--- src/verilog/spm_pkg.sv ---
/*
  constants for the self-program flash sequencer: register map, command codes,
  page geometry and program timing.
  assumes a 250 MHz core clock and an 8-bit register port.
*/
package seq_pkg;
  // ************************************************************
  // register map
  // ************************************************************
  localparam logic [7:0] CTRL_OFFSET   = 8'h00;
  localparam logic [7:0] STATUS_OFFSET = 8'h04;
  localparam logic [7:0] MASK_OFFSET   = 8'h08;
  localparam int         IE_BIT        = 7;
  localparam int         BUSY_BIT      = 6;
  localparam int         REEN_BIT      = 4;
  localparam int         EN_BIT        = 0;
  localparam logic [5:0] CMD_RESET     = 6'h00;
  localparam logic [5:0] CMD_LOAD      = 6'h01;
  localparam logic [5:0] CMD_ERASE     = 6'h03;
  localparam logic [5:0] CMD_WRITE     = 6'h05;
  localparam logic [2:0] EXEC_WINDOW   = 3'h4;
  localparam logic       STATUS_RESET  = 1'h0;
  localparam logic       MASK_RESET    = 1'h0;
  // ************************************************************
  // page geometry
  // ************************************************************
  localparam int         WORD_W          = 6;
  localparam int         PAGE_W          = 7;
  localparam int         PAGE_WORDS      = 64;
  localparam int         Z_WORD_LSB      = 1;
  localparam int         Z_PAGE_LSB      = 7;
  localparam logic [6:0] UPPER_FIRST_PAGE = 7'h70;
  localparam logic [5:0] LAST_WORD       = 6'h3F;
  localparam logic [15:0] ERASED_WORD    = 16'hFFFF;
  // ************************************************************
  // timing
  // ************************************************************
  localparam int CLK_PERIOD_NS = 4;
  localparam int PROG_TIME_NS  = 4000000;
  localparam int PROG_CYCLES   = PROG_TIME_NS / CLK_PERIOD_NS;
  localparam int CNT_W         = 20;
endpackage : seq_pkg
--- src/verilog/page_buffer_if.sv ---
/*
  interface between the sequencer and its temporary page buffer.
  assumes both ends run on core_clk.
*/
`timescale 1ns/1ps
interface page_buffer_if;
  logic        clear;
  logic        wr_en;
  logic [5:0]  wr_slot;
  logic [15:0] wr_data;
  logic [5:0]  rd_slot;
  logic [15:0] rd_data;
  logic        loaded;
  modport owner (output clear, output wr_en, output wr_slot, output wr_data, output rd_slot,
                 input rd_data, input loaded);
  modport store (input clear, input wr_en, input wr_slot, input wr_data, input rd_slot,
                 output rd_data, output loaded);
endinterface : page_buffer_if

--- src/verilog/page_buffer.sv ---
/*
  temporary page buffer: one word per slot, slots never loaded read as erased.
  assumes the owner loads each slot at most once between clears.
*/
`timescale 1ns/1ps
module page_buffer
  import seq_pkg::*;
(
  input wire logic          core_clk,
  input wire logic          reset,
  page_buffer_if.store      bus
);
  logic [15:0]           mem_q [PAGE_WORDS];
  logic [PAGE_WORDS-1:0] valid_q;

  // ************************************************************
  // storage
  // ************************************************************
  always_ff @(posedge core_clk) begin
    if (bus.wr_en) begin
      mem_q[bus.wr_slot] <= bus.wr_data;
    end
  end

  always_ff @(posedge core_clk or posedge reset) begin
    if (reset) begin
      valid_q <= '0;
    end else if (bus.clear) begin
      valid_q <= '0;
    end else if (bus.wr_en) begin
      valid_q[bus.wr_slot] <= 1'b1;
    end
  end

  assign bus.rd_data = valid_q[bus.rd_slot] ? mem_q[bus.rd_slot] : ERASED_WORD;
  assign bus.loaded  = |valid_q;

  // ************************************************************
  // checks
  // ************************************************************
  clear_empties_a: assert property (@(posedge core_clk) disable iff (reset)
    bus.clear |=> !bus.loaded) else $error("buffer not empty after clear");
endmodule : page_buffer

--- src/verilog/self_program_flash_sequencer.sv ---
/*
  self-program sequencer: command register, four-cycle instruction window,
  page erase, page load and page write, section blocking, core halt, interrupt.
  assumes the core pulses instr_exec for one cycle when it runs the self-program
  instruction, with z_pointer and data_word_pair valid in that cycle.
*/
`timescale 1ns/1ps
// Summary of operation
// - control write of X0000011 then instruction within four cycles erases a page.
// - lower-section targets leave the upper section readable; upper targets halt the core.
// - pattern 00000001 then instruction loads data pair into slot given by pointer.
// - buffer clears after page write, on re-enable write, and on reset.
// - a data-eeprom write during loading discards all loaded words.
// - pattern X0000101 then instruction within four cycles writes the page.
// - interrupt stays asserted while enabled and the enable bit reads clear.
// - during erase or write the rww section is blocked and busy is set.
// - busy stays set after programming until software writes re-enable.
module self_program_flash_sequencer
  import seq_pkg::*;
#(
  parameter int PROG_CYCLES_P = PROG_CYCLES
)(
  input  wire logic        core_clk,
  input  wire logic        reset,
  input  wire logic [7:0]  reg_addr,
  input  wire logic [7:0]  reg_wdata,
  input  wire logic        reg_write,
  input  wire logic        reg_read,
  output logic      [7:0]  reg_rdata,
  input  wire logic        instr_exec,
  input  wire logic [15:0] z_pointer,
  input  wire logic [15:0] data_word_pair,
  input  wire logic        eeprom_write,
  output logic             core_halt,
  output logic             rww_read_block,
  output logic             flash_erase,
  output logic             flash_write,
  output logic      [6:0]  flash_page,
  output logic             flash_wvalid,
  output logic      [5:0]  flash_waddr,
  output logic      [15:0] flash_wdata,
  output logic             irq
);
  typedef enum {st_idle, st_stream, st_program} state_type;

  state_type         state_q;
  logic      [5:0]   cmd_q;
  logic              ie_q;
  logic              busy_q;
  logic      [2:0]   window_q;
  logic      [CNT_W-1:0] cnt_q;
  logic      [5:0]   stream_q;
  logic              is_erase_q;
  logic              done_q;
  logic              mask_q;
  logic      [7:0]   rdata_q;
  logic              halt_q;
  logic              erase_q;
  logic              write_q;
  logic      [6:0]   page_q;
  logic              wvalid_q;
  logic      [5:0]   waddr_q;
  logic      [15:0]  wdata_q;
  logic              irq_q;

  page_buffer_if buf_if ();

  page_buffer u_buffer (
    .core_clk (core_clk),
    .reset    (reset),
    .bus      (buf_if.store)
  );

  // ************************************************************
  // decode
  // ************************************************************
  function automatic logic hit_reg(input logic [7:0] addr, input logic [7:0] offset);
    hit_reg = (addr == offset);
  endfunction : hit_reg

  wire        ctrl_wr    = reg_write && hit_reg(reg_addr, CTRL_OFFSET);
  wire        status_wr  = reg_write && hit_reg(reg_addr, STATUS_OFFSET);
  wire        mask_wr    = reg_write && hit_reg(reg_addr, MASK_OFFSET);
  wire        idle       = (state_q == st_idle);
  wire        window_open = (window_q != 3'h0);
  wire        exec_hit   = instr_exec && window_open && idle;
  wire        reen_wr    = ctrl_wr && idle && reg_wdata[REEN_BIT] && reg_wdata[EN_BIT];
  wire [6:0]  z_page     = z_pointer[Z_PAGE_LSB +: PAGE_W];
  wire [5:0]  z_word     = z_pointer[Z_WORD_LSB +: WORD_W];
  wire        start_erase = exec_hit && (cmd_q == CMD_ERASE);
  wire        start_write = exec_hit && (cmd_q == CMD_WRITE);
  wire        do_load     = exec_hit && (cmd_q == CMD_LOAD);
  wire        target_upper = (z_page >= UPPER_FIRST_PAGE);
  wire        prog_end    = (state_q == st_program) && (cnt_q == CNT_W'(PROG_CYCLES_P - 1));
  wire        stream_end  = (state_q == st_stream) && (stream_q == LAST_WORD);
  wire        expire      = (window_q == 3'h1) && !exec_hit && !ctrl_wr;
  wire        load_done   = do_load || (exec_hit && !start_erase && !start_write);
  wire        done_set    = prog_end || load_done;
  wire [7:0]  ctrl_view   = {ie_q, busy_q, cmd_q};
  wire [7:0]  read_mux    = hit_reg(reg_addr, CTRL_OFFSET)   ? ctrl_view :
                            hit_reg(reg_addr, STATUS_OFFSET) ? {7'h00, done_q} :
                            hit_reg(reg_addr, MASK_OFFSET)   ? {7'h00, mask_q} : 8'h00;

  assign buf_if.wr_en   = do_load;
  assign buf_if.wr_slot = z_word;
  assign buf_if.wr_data = data_word_pair;
  assign buf_if.rd_slot = stream_q;
  assign buf_if.clear   = reen_wr || (prog_end && !is_erase_q)
                          || (eeprom_write && buf_if.loaded && idle);

  // ************************************************************
  // command register and instruction window
  // ************************************************************
  always_ff @(posedge core_clk or posedge reset) begin
    if (reset) begin
      cmd_q    <= CMD_RESET;
      ie_q     <= 1'b0;
      window_q <= 3'h0;
    end else begin
      if (ctrl_wr) begin
        ie_q <= reg_wdata[IE_BIT];
      end
      if (ctrl_wr && idle && !reen_wr) begin
        cmd_q    <= reg_wdata[5:0];
        window_q <= EXEC_WINDOW;
      end else if (reen_wr || load_done || prog_end || expire) begin
        cmd_q    <= CMD_RESET;
        window_q <= 3'h0;
      end else if (exec_hit) begin
        window_q <= 3'h0;
      end else if (window_open) begin
        window_q <= window_q - 3'h1;
      end
    end
  end

  // ************************************************************
  // operation sequencing
  // ************************************************************
  always_ff @(posedge core_clk or posedge reset) begin
    if (reset) begin
      state_q    <= st_idle;
      cnt_q      <= '0;
      stream_q   <= '0;
      is_erase_q <= 1'b0;
      busy_q     <= 1'b0;
      halt_q     <= 1'b0;
      page_q     <= '0;
    end else begin
      case (state_q)
        st_idle: begin
          cnt_q    <= '0;
          stream_q <= '0;
          if (start_erase || start_write) begin
            state_q    <= start_erase ? st_program : st_stream;
            is_erase_q <= start_erase;
            busy_q     <= 1'b1;
            halt_q     <= target_upper;
            page_q     <= z_page;
          end else if (reen_wr) begin
            busy_q <= 1'b0;
          end
        end
        st_stream: begin
          stream_q <= stream_q + 6'h01;
          if (stream_end) begin
            state_q <= st_program;
          end
        end
        st_program: begin
          cnt_q <= cnt_q + CNT_W'(1);
          if (prog_end) begin
            state_q <= st_idle;
            halt_q  <= 1'b0;
          end
        end
        default: state_q <= st_idle;
      endcase
    end
  end

  // ************************************************************
  // flash strobes and write stream
  // ************************************************************
  always_ff @(posedge core_clk or posedge reset) begin
    if (reset) begin
      erase_q  <= 1'b0;
      write_q  <= 1'b0;
      wvalid_q <= 1'b0;
      waddr_q  <= '0;
      wdata_q  <= '0;
    end else begin
      erase_q  <= start_erase;
      write_q  <= stream_end;
      wvalid_q <= (state_q == st_stream);
      waddr_q  <= stream_q;
      wdata_q  <= buf_if.rd_data;
    end
  end

  // ************************************************************
  // status, mask, interrupt and read port
  // ************************************************************
  always_ff @(posedge core_clk or posedge reset) begin
    if (reset) begin
      done_q  <= STATUS_RESET;
      mask_q  <= MASK_RESET;
      rdata_q <= 8'h00;
      irq_q   <= 1'b0;
    end else begin
      done_q  <= done_set || (done_q && !(status_wr && reg_wdata[0]));
      if (mask_wr) begin
        mask_q <= reg_wdata[0];
      end
      rdata_q <= reg_read ? read_mux : 8'h00;
      irq_q   <= (ie_q && !cmd_q[EN_BIT]) || (done_q && mask_q);
    end
  end

  assign reg_rdata      = rdata_q;
  assign core_halt      = halt_q;
  assign rww_read_block = busy_q;
  assign flash_erase    = erase_q;
  assign flash_write    = write_q;
  assign flash_page     = page_q;
  assign flash_wvalid   = wvalid_q;
  assign flash_waddr    = waddr_q;
  assign flash_wdata    = wdata_q;
  assign irq            = irq_q;

  // ************************************************************
  // checks
  // ************************************************************
  erase_starts_a: assert property (@(posedge core_clk) disable iff (reset)
    start_erase |=> flash_erase && rww_read_block && (state_q == st_program))
    else $error("erase did not start");
  halt_section_a: assert property (@(posedge core_clk) disable iff (reset)
    (start_erase || start_write) |=> (core_halt == $past(target_upper)))
    else $error("halt does not follow target section");
  load_writes_a: assert property (@(posedge core_clk) disable iff (reset)
    (window_q == 3'h0) |-> !buf_if.wr_en) else $error("load outside window");
  write_clears_a: assert property (@(posedge core_clk) disable iff (reset)
    (prog_end && !is_erase_q) |-> buf_if.clear) else $error("buffer kept after write");
  eeprom_discard_a: assert property (@(posedge core_clk) disable iff (reset)
    (eeprom_write && idle && buf_if.loaded) |=> !buf_if.loaded)
    else $error("loaded words survived eeprom write");
  write_stream_a: assert property (@(posedge core_clk) disable iff (reset)
    start_write |=> (state_q == st_stream) [*8]) else $error("page stream cut short");
  irq_level_a: assert property (@(posedge core_clk) disable iff (reset)
    ($past(ie_q) && !$past(cmd_q[EN_BIT])) |-> irq) else $error("ready interrupt missing");
  busy_hold_a: assert property (@(posedge core_clk) disable iff (reset)
    (busy_q && !reen_wr) |=> busy_q) else $error("busy dropped without re-enable");
  window_expiry_a: assert property (@(posedge core_clk) disable iff (reset)
    (ctrl_wr && idle && !reen_wr) ##1 (!instr_exec && !ctrl_wr) [*4] |=> (cmd_q == CMD_RESET) && idle)
    else $error("command survived an unused window");
endmodule : self_program_flash_sequencer

--- config.mk ---
export PLATFORM = sky130hd
export DESIGN_NAME = self_program_flash_sequencer
export DESIGN_NICKNAME = d
export VERILOG_FILES = /design/src/verilog/spm_pkg.sv /design/src/verilog/page_buffer_if.sv /design/src/verilog/page_buffer.sv /design/src/verilog/self_program_flash_sequencer.sv
export SDC_FILE = /design/constraint.sdc
export NUM_CORES = 1
export LEC_CHECK = 0
export ABC_AREA = 1
export ABC_CLOCK_PERIOD_IN_PS = 8000
export BUFFER_PORTS_ARGS = -buffer_cell sky130_fd_sc_hd__buf_2
export CAP_MARGIN = 20
export CORE_MARGIN = 5
export CORE_UTILIZATION = 50
export CTS_CLUSTER_SIZE = 10
export DETAILED_ROUTE_END_ITERATION = 8
export PLACE_DENSITY_LB_ADDON = 0.08
export SETUP_SLACK_MARGIN = 0.3
export SYNTH_ARGS = -nofsm -noshare
export SYNTH_HDL_FRONTEND = slang
export SYNTH_HIERARCHICAL = 1
export SYNTH_SLANG_ARGS = --single-unit
--- constraint.sdc ---
create_clock -name core_clk -period 8 [get_ports core_clk]
set_input_delay 0.8 -clock core_clk [delete_from_list [all_inputs] [get_ports core_clk]]
set_output_delay 0.8 -clock core_clk [all_outputs]
set_load 0.03 [all_outputs]
# --- After elaboration in Yosys (flattened, before gate mapping) ---
# Memory sizes are Yosys's and may differ from the RTL's.
# Cells that the tools add are included.
word_totals:
  regBits: 178
  latchBits: 0
  ramBits: 1024
  rom_bits: 0
  input_bits: 54
  out_inout_bits: 43
  wordCells: 134
  n_memories: 1
op_classes:
  add_sub_neg: 3
  multipliers: 0
  div_mod_pow: 0
  magnitude_cmp: 4
  n_eq_ne: 15
  shifts: 0
  n_mux: 31
  n_bitwise: 1
  n_reduce_logical: 59
memory_table:
  columns: ["memory", "words", "word_bits", "read_ports", "rd_clocked_by_memory_dff", "write_ports", "line", "text"]
  rows:
  - ["u_buffer.mem_q", 64, 16, 1, 0, 1, "page_buffer.sv:13", "logic [15:0] mem_q [PAGE_WORDS];"]
ops:
  columns: ["cell", "n"]
  rows:
  - ["2-to-1 mux 64 bit", 2]
  - ["2-to-1 mux 32 bit", 3]
  - ["case mux 32 bit (3 select lines)", 1]
  - ["equality test 32 x 2 -> 1 bit (second input constant)", 2]
  - ["zero test 32 bit", 2]
  - ["bitwise OR 64 bit", 1]
  - ["OR reduction 64 bit", 1]
  - ["case mux 20 bit (2 select lines)", 1]
  - ["equality test 32 x 1 -> 1 bit (second input constant)", 1]
  - ["equality test 32 x 3 -> 1 bit (second input constant)", 1]
  - ["logical AND 1 bit", 26]
  - ["adder 20 x 1 -> 20 bit (second input constant)", 1]
  - ["equality test 20 bit (second input constant)", 1]
  - ["2-to-1 mux 16 bit", 1]
  - ["2-to-1 mux 8 bit", 2]
  - ["< comparator 6 x 7 -> 1 bit (second input constant)", 2]
  - ["2-to-1 mux 3 bit", 4]
  - ["2-to-1 mux 6 bit", 2]
  - ["case mux 6 bit (2 select lines)", 1]
  - ["logical OR 1 bit", 10]
  - ["2-to-1 mux 1 bit", 10]
  - ["nonzero test 2 bit", 5]
  - ["equality test 8 x 3 -> 1 bit (second input constant)", 1]
  - ["equality test 8 x 4 -> 1 bit (second input constant)", 1]
  - ["20 further kinds", 31]

# --- Depth between registers and ports, before layout ---
# Gate-level depths: netlist of the first run.
logic_depth:
  depth_word: 13
  ltp_mapped: 15

# --- Hierarchy ---
# Netlist of the first run, hierarchy kept.
modules_own_cells:
  columns: ["module", "instances", "cells_each", "area_per_inst_um2", "seq_area_each_um2"]
  rows:
  - ["page_buffer", 1, 3928, 44826.7, 32351.0]
  - ["self_program_flash_sequencer", 1, 403, 3783.6, 2102.0]

# --- Least setup slack after synthesis of the first run ---
# OpenSTA, ideal clock, no wires.
synth_path:
  path_kind: "in2reg"
  start: "in instr_exec"
  end: "mem u_buffer.mem_q[13][0], enable pin"
  setup_ns: 0.390
  arrival_ns: 2.333
  required_time_ns: 7.610
  setup_slack_ns: 5.277
  cell_stages: 5
  path_buffers: 1
  path_cell_list: "nand3_4 > nor2_1 > clkbuf_1 > nand4_1 > nor2_1"
synth_between:
  elab_chain_cells: 5
synth_rtl:
  columns: ["element", "line", "text"]
  rows:
  - ["start, declared", "self_program_flash_sequencer.sv:30", "input wire logic instr_exec,"]
  - ["logical AND 1 bit (2 in series)", "self_program_flash_sequencer.sv:86", "wire exec_hit = instr_exec && window_open && idle;"]
  - ["logical AND 1 bit", "self_program_flash_sequencer.sv:92", "wire do_load = exec_hit && (cmd_q == CMD_LOAD);"]
  - ["via buf_if.wr_en", "page_buffer_if.sv:8", "logic wr_en;"]
  - ["2-to-1 mux 1 bit", "page_buffer.sv:20", "if (bus.wr_en) begin"]
  - ["2-to-1 mux 1 bit (implied by the code)", "page_buffer.sv:21", "mem_q[bus.wr_slot] <= bus.wr_data;"]
  - ["end, declared", "page_buffer.sv:13", null]
# The timed path passes the listed nets, and every way through them passes these cells.

# --- Final worst setup path of the first run ---
layout_path:
  start: "reg state_q[0]"
  end: "mem u_buffer.mem_q[3][9], enable pin"
layout_between:
  elab_chain_cells: 5
layout_rtl:
  columns: ["element", "line", "text"]
  rows:
  - ["start, declared", "self_program_flash_sequencer.sv:46", "state_type state_q;"]
  - ["start signal, assigned", "self_program_flash_sequencer.sv:142", "state_q <= st_idle;"]
  - ["start signal, assigned", "self_program_flash_sequencer.sv:155", "state_q <= start_erase ? st_program : st_stream;"]
  - ["start signal, assigned", "self_program_flash_sequencer.sv:167", "state_q <= st_program;"]
  - ["zero test 32 bit", "self_program_flash_sequencer.sv:84", "wire idle = (state_q == st_idle);"]
  - ["logical AND 1 bit", "self_program_flash_sequencer.sv:86", null]
  - ["logical AND 1 bit", "self_program_flash_sequencer.sv:92", null]
  - ["via buf_if.wr_en", "page_buffer_if.sv:8", null]
  - ["2-to-1 mux 1 bit", "page_buffer.sv:20", null]
  - ["2-to-1 mux 1 bit (implied by the code)", "page_buffer.sv:21", null]
# The timed path passes the listed nets, and every way through them passes these cells.

==> metrics.txt, run 1 <==
starting DRC count in detailed routing=around 3100; Max IR drop VDD=0.2031 mV; Compound-Gate Fraction of Synth Area=less than 1%; Post-Synth Simple-Gate Area=about a quarter; Clock Sinks=1172; largest area contributor in the netlist=edfxtp_1; Clock transition at path regs=approximately 50 ps; reg2reg path depth=6; Max Used Layer=met5; Synth Area in XOR/XNOR=less than 1%; Critical Path RT=roughly 8400 ps; top cell type's share of synthesized area=between 60% and 70%; FF+latch count, synth=1172; critical path class=reg -> reg; Worst R2R Setup Slack=approximately 4000 ps; gpl congestion=roughly 0.8; power density over the cells=232.2 mW/mm^2; H-tree levels=4; outcome=finished, final reports clean; RSZ-0062 raised after global routing=false; worst clock skew=18.64 ps; post-route ant nets=0; RR Startpoint=state_q[0]; DP Wirelength=roughly 67000 um; critical path fanouts, max=11; register area share after synthesis=a little under three quarters; largest net degree at the start of global routing=around 180; hold_sp=z_pointer[7]; final-report setup violation count=0; synthesis-to-layout area growth=11.10%; hold depth=3; Vias/cell=approximately 5.6; Final Cycle Share=about half; initial antenna violation count=12; largest family of logic cells by synthesized area=simple AND/OR/NAND/NOR gates; drt drc=0; adder-cell share of the synthesized area=less than 1%; Ports=97; Fin. Hold Viols=0; DR WL/cell=around 22 um; hold endpoint=flash_page[0]; DR WL met2=59980 um; post-CTS resize count=0; CTS tree=done; worst min path class=in -> reg; routed wire length=130200 um; Root Driver=clkbuf_16; Area contributors post-synth=edfxtp_1, nand2_1, nand3_1, dfrtp_1, nor2_1; mux contribution to synthesized area=0%; Worst setup SP type=register; routed length on met1=between 50000 and 60000 um; reg2reg end=u_buffer/mem_q[3][9]; placed cells=approximately 5600; I/O Buffers=92; Syn Inst Count=4331; post-layout util=55.93%; GRT overflow=0; Netlist Area Pre-Place=~0.049 mm^2; crit path capture type=register; first drt pass iteration count=5; Finished Layout Cells=slightly below 6000; syn_area_per_cell=11.22 um^2; share of cells above drive strength 1=a little under a tenth; asr flop ratio synth=between 10 and 15%; full die area=approximately 0.10 mm^2; CTS buffer count=between 100 and 150; Cell Rows=roughly 110; FMAX=roughly 0.25 GHz; Final #Nets=~4500; EDFF count, synth=1024; Die Y=321.8 um; Pleak=20.23 nW; top_reg_cell synth=edfxtp_1; post-synth cell types=39; setup_tns=0 ps; Synth Warn #=6; Crit path arrival time=around 4400 ps; syn_nets=4390; core box area=0.09657 mm^2; chip width=between 300 and 400 um; gr usage total=about a quarter; vias in the first global route=30430; synth cell count leaders=nand2_1, edfxtp_1, nand3_1; total number of vias=32150; Max-Cap Viols=0; total power draw=approximately 13 mW; met3 WL=roughly 10000 um; Worst-Skew Late Latency=730 ps; actual slew at the worst max-slew pin=1196 ps; first-pass GRT wire length=between 150000 and 200000 um; most frequent cell after synthesis=nand2_1; maximum clock insertion buffer count=3; Initial Utilization=just over 50%; min Tclk post-route=3992 ps; slew margin rel.=20.29%; max-slew violations=0
-- power breakdown --
group / leakage (nW) / total, mW / internal (mW) / switching (mW)
Combinational: 7.18 / 0.256 / 0.0534 / 0.202
Clock: 1.90 / 5.61 / 3.28 / 2.33
Sequential: 11.2 / 6.67 / 6.66 / 0.00426
-- kinds of logic (layout without fill, tap and decap cells) --
| family | Yosys count | after routing |
|---|---|---|
| AND/OR/NAND/NOR | 2762 | 2762 |
| XOR/XNOR | 4 | 4 |
| adder cells (fa/ha/maj) | 5 | 5 |
| buffers and inverters | 331 | 508 |
| AO/OA/AOI/OAI | 57 | 57 |
| other | 0 | 4 |
| flip-flops | 1172 | 1172 |
-- worst max-delay path, stage by stage (launching register included) --
cell and delay (ps):
dfrtp_1 560, nor2_8 330, nand3_4 190, nor2_1 580, nand3_1 720, nor2_1 940, buf_4 350
-- sequential cells by signal (all words and copies together) (netlist names), 2 cells and up --
register / flops
reg_rdata: 8
window_q: 3
flash_wdata: 16
buf_if.rd_slot: 6
state_q: 2
flash_page: 7
cnt_q: 20
u_buffer/mem_q: 1024
cmd_q: 6
flash_waddr: 6
u_buffer/valid_q: 64
-- how the worst max path moves through the flow --
stage                          start                    to  slack (ps)
after global placement    state_q[0]  u_buffer/mem_q[3][5]        4040
after detailed placement  instr_exec  u_buffer/mem_q[3][5]        3980
after floorplan                reset     buf_if.rd_slot[0]        5030
after CTS                 state_q[0]  u_buffer/mem_q[3][5]        3960
final                     state_q[0]  u_buffer/mem_q[3][9]        4010
after global routing      state_q[0]  u_buffer/mem_q[3][1]        3800
-- layout make-up --
class	count	area, um^2
inverter	82	341.6
tap	1276	1597
fill	8253	42560
timing repair buffer	201	1344
antenna	4	10.01
sequential	1172	34470
clock buffer	213	3850
multi-input combinational	2828	12300
clock inverter	12	97.59
-- placed cells by master, fill, tap and decap left out, drive strengths merged --
cell type	instances
o31ai	1
edfxtp	1024
diode	4
nor2	246
nand3	907
xor2	4
inv	87
dfrtp	148
a211oi	1
ha	5
o22ai	3
buf	200
a31oi	3
nor4	18
nor3	27
dlygate4sd3	1
nand4	17
clkinv	7
o221ai	1
a21oi	16
a221oi	1
clkbuf	213
nand2	1547
o21ai	31
-- routing by layer --
layer / GRT usage (%) / vias to the layer above
met3: 4.380 / 201
met4: 6.630 / 2
met2: 39.11 / 1149
met1: 36.97 / 15680
li1: - / 15130
met5: 0 / -
-- stage by stage --
step / area [um^2] / hold WS (ps) / worst slack, ps
CTS: 53980 / 232.1 / 3964
global placement: 50020 / 459.4 / 4036
detailed placement: 50020 / 459.7 / 3978
finish: 54010 / 277.2 / 4008
floorplan: 48610 / 392.8 / 5035
global route: 54000 / 270.4 / 3803
-- timing repair --
| item | CTS | global route |
|---|---|---|
| setup buffers | 0 | 0 |
| hold buffers | 1 | 0 |
| hold endpoints to repair | 13 | 0 |
Note: power is estimated with default switching activity, not from simulation.
==> inputs of run 2 (changes only) <==
- ABC_CLOCK_PERIOD_IN_PS: 8000 -> 3690
- clock period: 8 -> 3.69 ns (I/O delays scaled with it)
==> run 2 against run 1 <==
  * Final cell count increased by 0.57%
  * Final area increased by 0.86%
  * Utilization increased by 0.48 points
  * Via count about the same
  * Sequential share of layout area decreased by 0.55 points
  * Critical endpoint is now u_buffer/mem_q[33][8]
  * Largest power group unchanged
==> metrics.txt, run 2 (synthesis gave the netlist of run 1 again) <==
power density over the cells=494.4 mW/mm^2 (was 232.2 mW/mm^2); share of cells above drive strength 1=10.20% (was 9.516%); crit path capture type=register (unchanged); I/O Buffers=92 (unchanged); DP Wirelength=73910 um (was 66970 um); critical path class=reg -> reg (unchanged); multi-input logic area=0.01230 mm^2 (unchanged); Crit path arrival time=3280 ps (was 4410 ps); gpl congestion=0.8508 (was 0.7990); reg2reg end=u_buffer/mem_q[33][8] (was u_buffer/mem_q[3][9]); Crit-path slowest cell=dfrtp_1 (was nor2_1); initial antenna violation count=5 (was 12); Worst setup SP type=register (unchanged); Pleak=20.46 nW (was 20.23 nW); Max-Cap Viols=0 (unchanged); worst clock skew=32.50 ps (was 18.64 ps); post-route ant nets=0 (unchanged); final-report setup violation count=0 (unchanged); critical path fanouts, max=15 (was 11); cell breakdown of the critical path=nor2_8 -> nand3_4 -> nor2_1 -> nand3_1 -> buf_4 -> nor2_1 -> buf_4 (was nor2_8 -> nand3_4 -> nor2_1 -> nand3_1 -> nor2_1 -> buf_4); RSZ-0062 raised after global routing=false (unchanged); Cell Rows=114 (unchanged); first-pass GRT wire length=193500 um (was 194900 um); FMAX=0.3475 GHz (was 0.2505 GHz); RR Startpoint=state_q[0] (unchanged); total number of vias=32170 (was 32150); chip width=321.8 um (unchanged); Initial Utilization=50.34% (unchanged); most frequent cells in the layout=nand2_1, edfxtp_1, nand3_1, nor2_1, dfrtp_1 (unchanged); Worst R2R Setup Slack=810 ps (was 4010 ps); Worst-Skew Late Latency=720 ps (was 730 ps); top flop regs=u_buffer/mem_q (1024), u_buffer/valid_q (64), cnt_q (20) (unchanged); Critical Path RT=4090 ps (was 8420 ps); slew margin rel.=30.86% (was 20.29%); reg2reg path depth=7 (was 6); Max IR drop VDD=0.4596 mV (was 0.2031 mV); actual slew at the worst max-slew pin=1036 ps (was 1196 ps); first drt pass iteration count=6 (was 5); vias in the first global route=30410 (was 30430); Root Driver=clkbuf_16 (unchanged); hold buffers post-CTS=17 (was 1); most common cell after layout, fill and taps aside=nand2_1 (unchanged); CP Launch Point=state_q[0] (unchanged); CTS buffer count=137 (unchanged); setup_tns=0 ps (unchanged); CTS tree=done (unchanged); routed wire length=129500 um (was 130200 um); most flop-heavy register=u_buffer/mem_q (unchanged); max-slew violations=0 (unchanged); drt drc=0 (unchanged); Vias/cell=5.526 (was 5.555); Worst Setup EP=u_buffer/mem_q[33][8] (was u_buffer/mem_q[3][9]); starting DRC count in detailed routing=3004 (was 3142); Ports=97 (unchanged); total area of sequential cells=0.03447 mm^2 (unchanged); DR WL/cell=22.25 um (was 22.49 um); maximum clock insertion buffer count=3 (unchanged); outcome=finished, final reports clean (unchanged); GRT overflow=0 (unchanged); Final Cycle Share=77.98% (was 49.90%); full die area=0.1036 mm^2 (unchanged); Clock transition at path regs=60 ps (was 50 ps); largest net degree at the start of global routing=171 (was 183); post-CTS setup buffers=0 (unchanged); worst min path class=in -> reg (unchanged); core box area=0.09657 mm^2 (unchanged); Place WS=795.7 ps (was 3978 ps); H-tree levels=4 (unchanged); Die Y=321.8 um (unchanged); min Tclk post-route=2878 ps (was 3992 ps); synthesis-to-layout area growth=12.06% (was 11.10%); Largest register FFs=1024 (unchanged); Worst path max stage delay=560 ps (was 940 ps); gr usage total=24.85% (was 25.06%); Final #Nets=4534 (was 4481); fill cell count=8147 (was 8253); Final WS setup=812.5 ps (was 4008 ps); post-CTS resize count=0 (unchanged); Fin. Hold Viols=0 (unchanged); Clock Sinks=1172 (unchanged)
run 2: cell types whose count changed in the layout (fill, tap and decap cells not counted), moves of 11 or more:
cell	previous run	this run
clkbuf_1	68	53
buf_4	103	129
buf_12	5	16
dlygate4sd3_1	1	17
run 2: area by class of cell:
class / count / share of cell area (%)
sequential: 1172 / 63.27
timing repair buffer: 254 / 3.523
clock inverter: 9 / 0.1998
inverter: 82 / 0.6225
antenna: 4 / 0.01838
multi-input combinational: 2828 / 22.58
tap: 1276 / 2.931
clock buffer: 196 / 6.852
run 2: layer usage:
layer	GRT usage (%)	up-vias	wire length, um
li1	-	15220	-
met3	4.581	174	9191
met4	6.591	2	2940
met2	39.38	998	60410
met5	0	-	7
met1	35.94	15770	56970
run 2: worst min-delay path by stage:
stage	startpoint	end	depth (start not counted)
final	instr_exec	flash_erase	3
after global placement	flash_page[6]	flash_page[6]	2
after detailed placement	flash_page[2]	flash_page[2]	2
after CTS	instr_exec	flash_erase	3
after floorplan	buf_if.rd_slot[5]	flash_waddr[5]	0
after global routing	instr_exec	flash_erase	3
run 2: power breakdown:
| group | switching (mW) | total [mW] | internal (mW) | leakage [nW] |
|---|---|---|---|---|
| Clock | 4.95 | 11.9 | 6.94 | 1.85 |
| Sequential | 0.00934 | 14.5 | 14.4 | 11.2 |
| Combinational | 0.451 | 0.579 | 0.128 | 7.46 |
| Total | 5.41 | 26.9 | 21.5 | 20.5 |
run 2: critical path, delay by kind of cell (launching register included):
family | cells | cell delay [ps]
buf+inv | 2 | 540
flops | 1 | 560
simple gates | 5 | 1440
run 2: stage by stage:
| step | power, mW | hold slack (ps) | utilization, % | cell area, um^2 | std cells |
|---|---|---|---|---|---|
| 2_1_floorplan | 14.96 | 392.8 | - | 48610 | 4331 |
| 3_5_place_dp | 15.29 | 463.6 | 52.23 | 50430 | 5594 |
| 6_report | 26.93 | 63.16 | 56.41 | 54470 | 5821 |
| 3_3_place_gp | 15.28 | 459.4 | 52.23 | 50430 | 5594 |
| 5_1_grt | 27.79 | 50.35 | 56.40 | 54460 | 5817 |
| 4_1_cts | 27.17 | 8.374 | 56.38 | 54440 | 5816 |
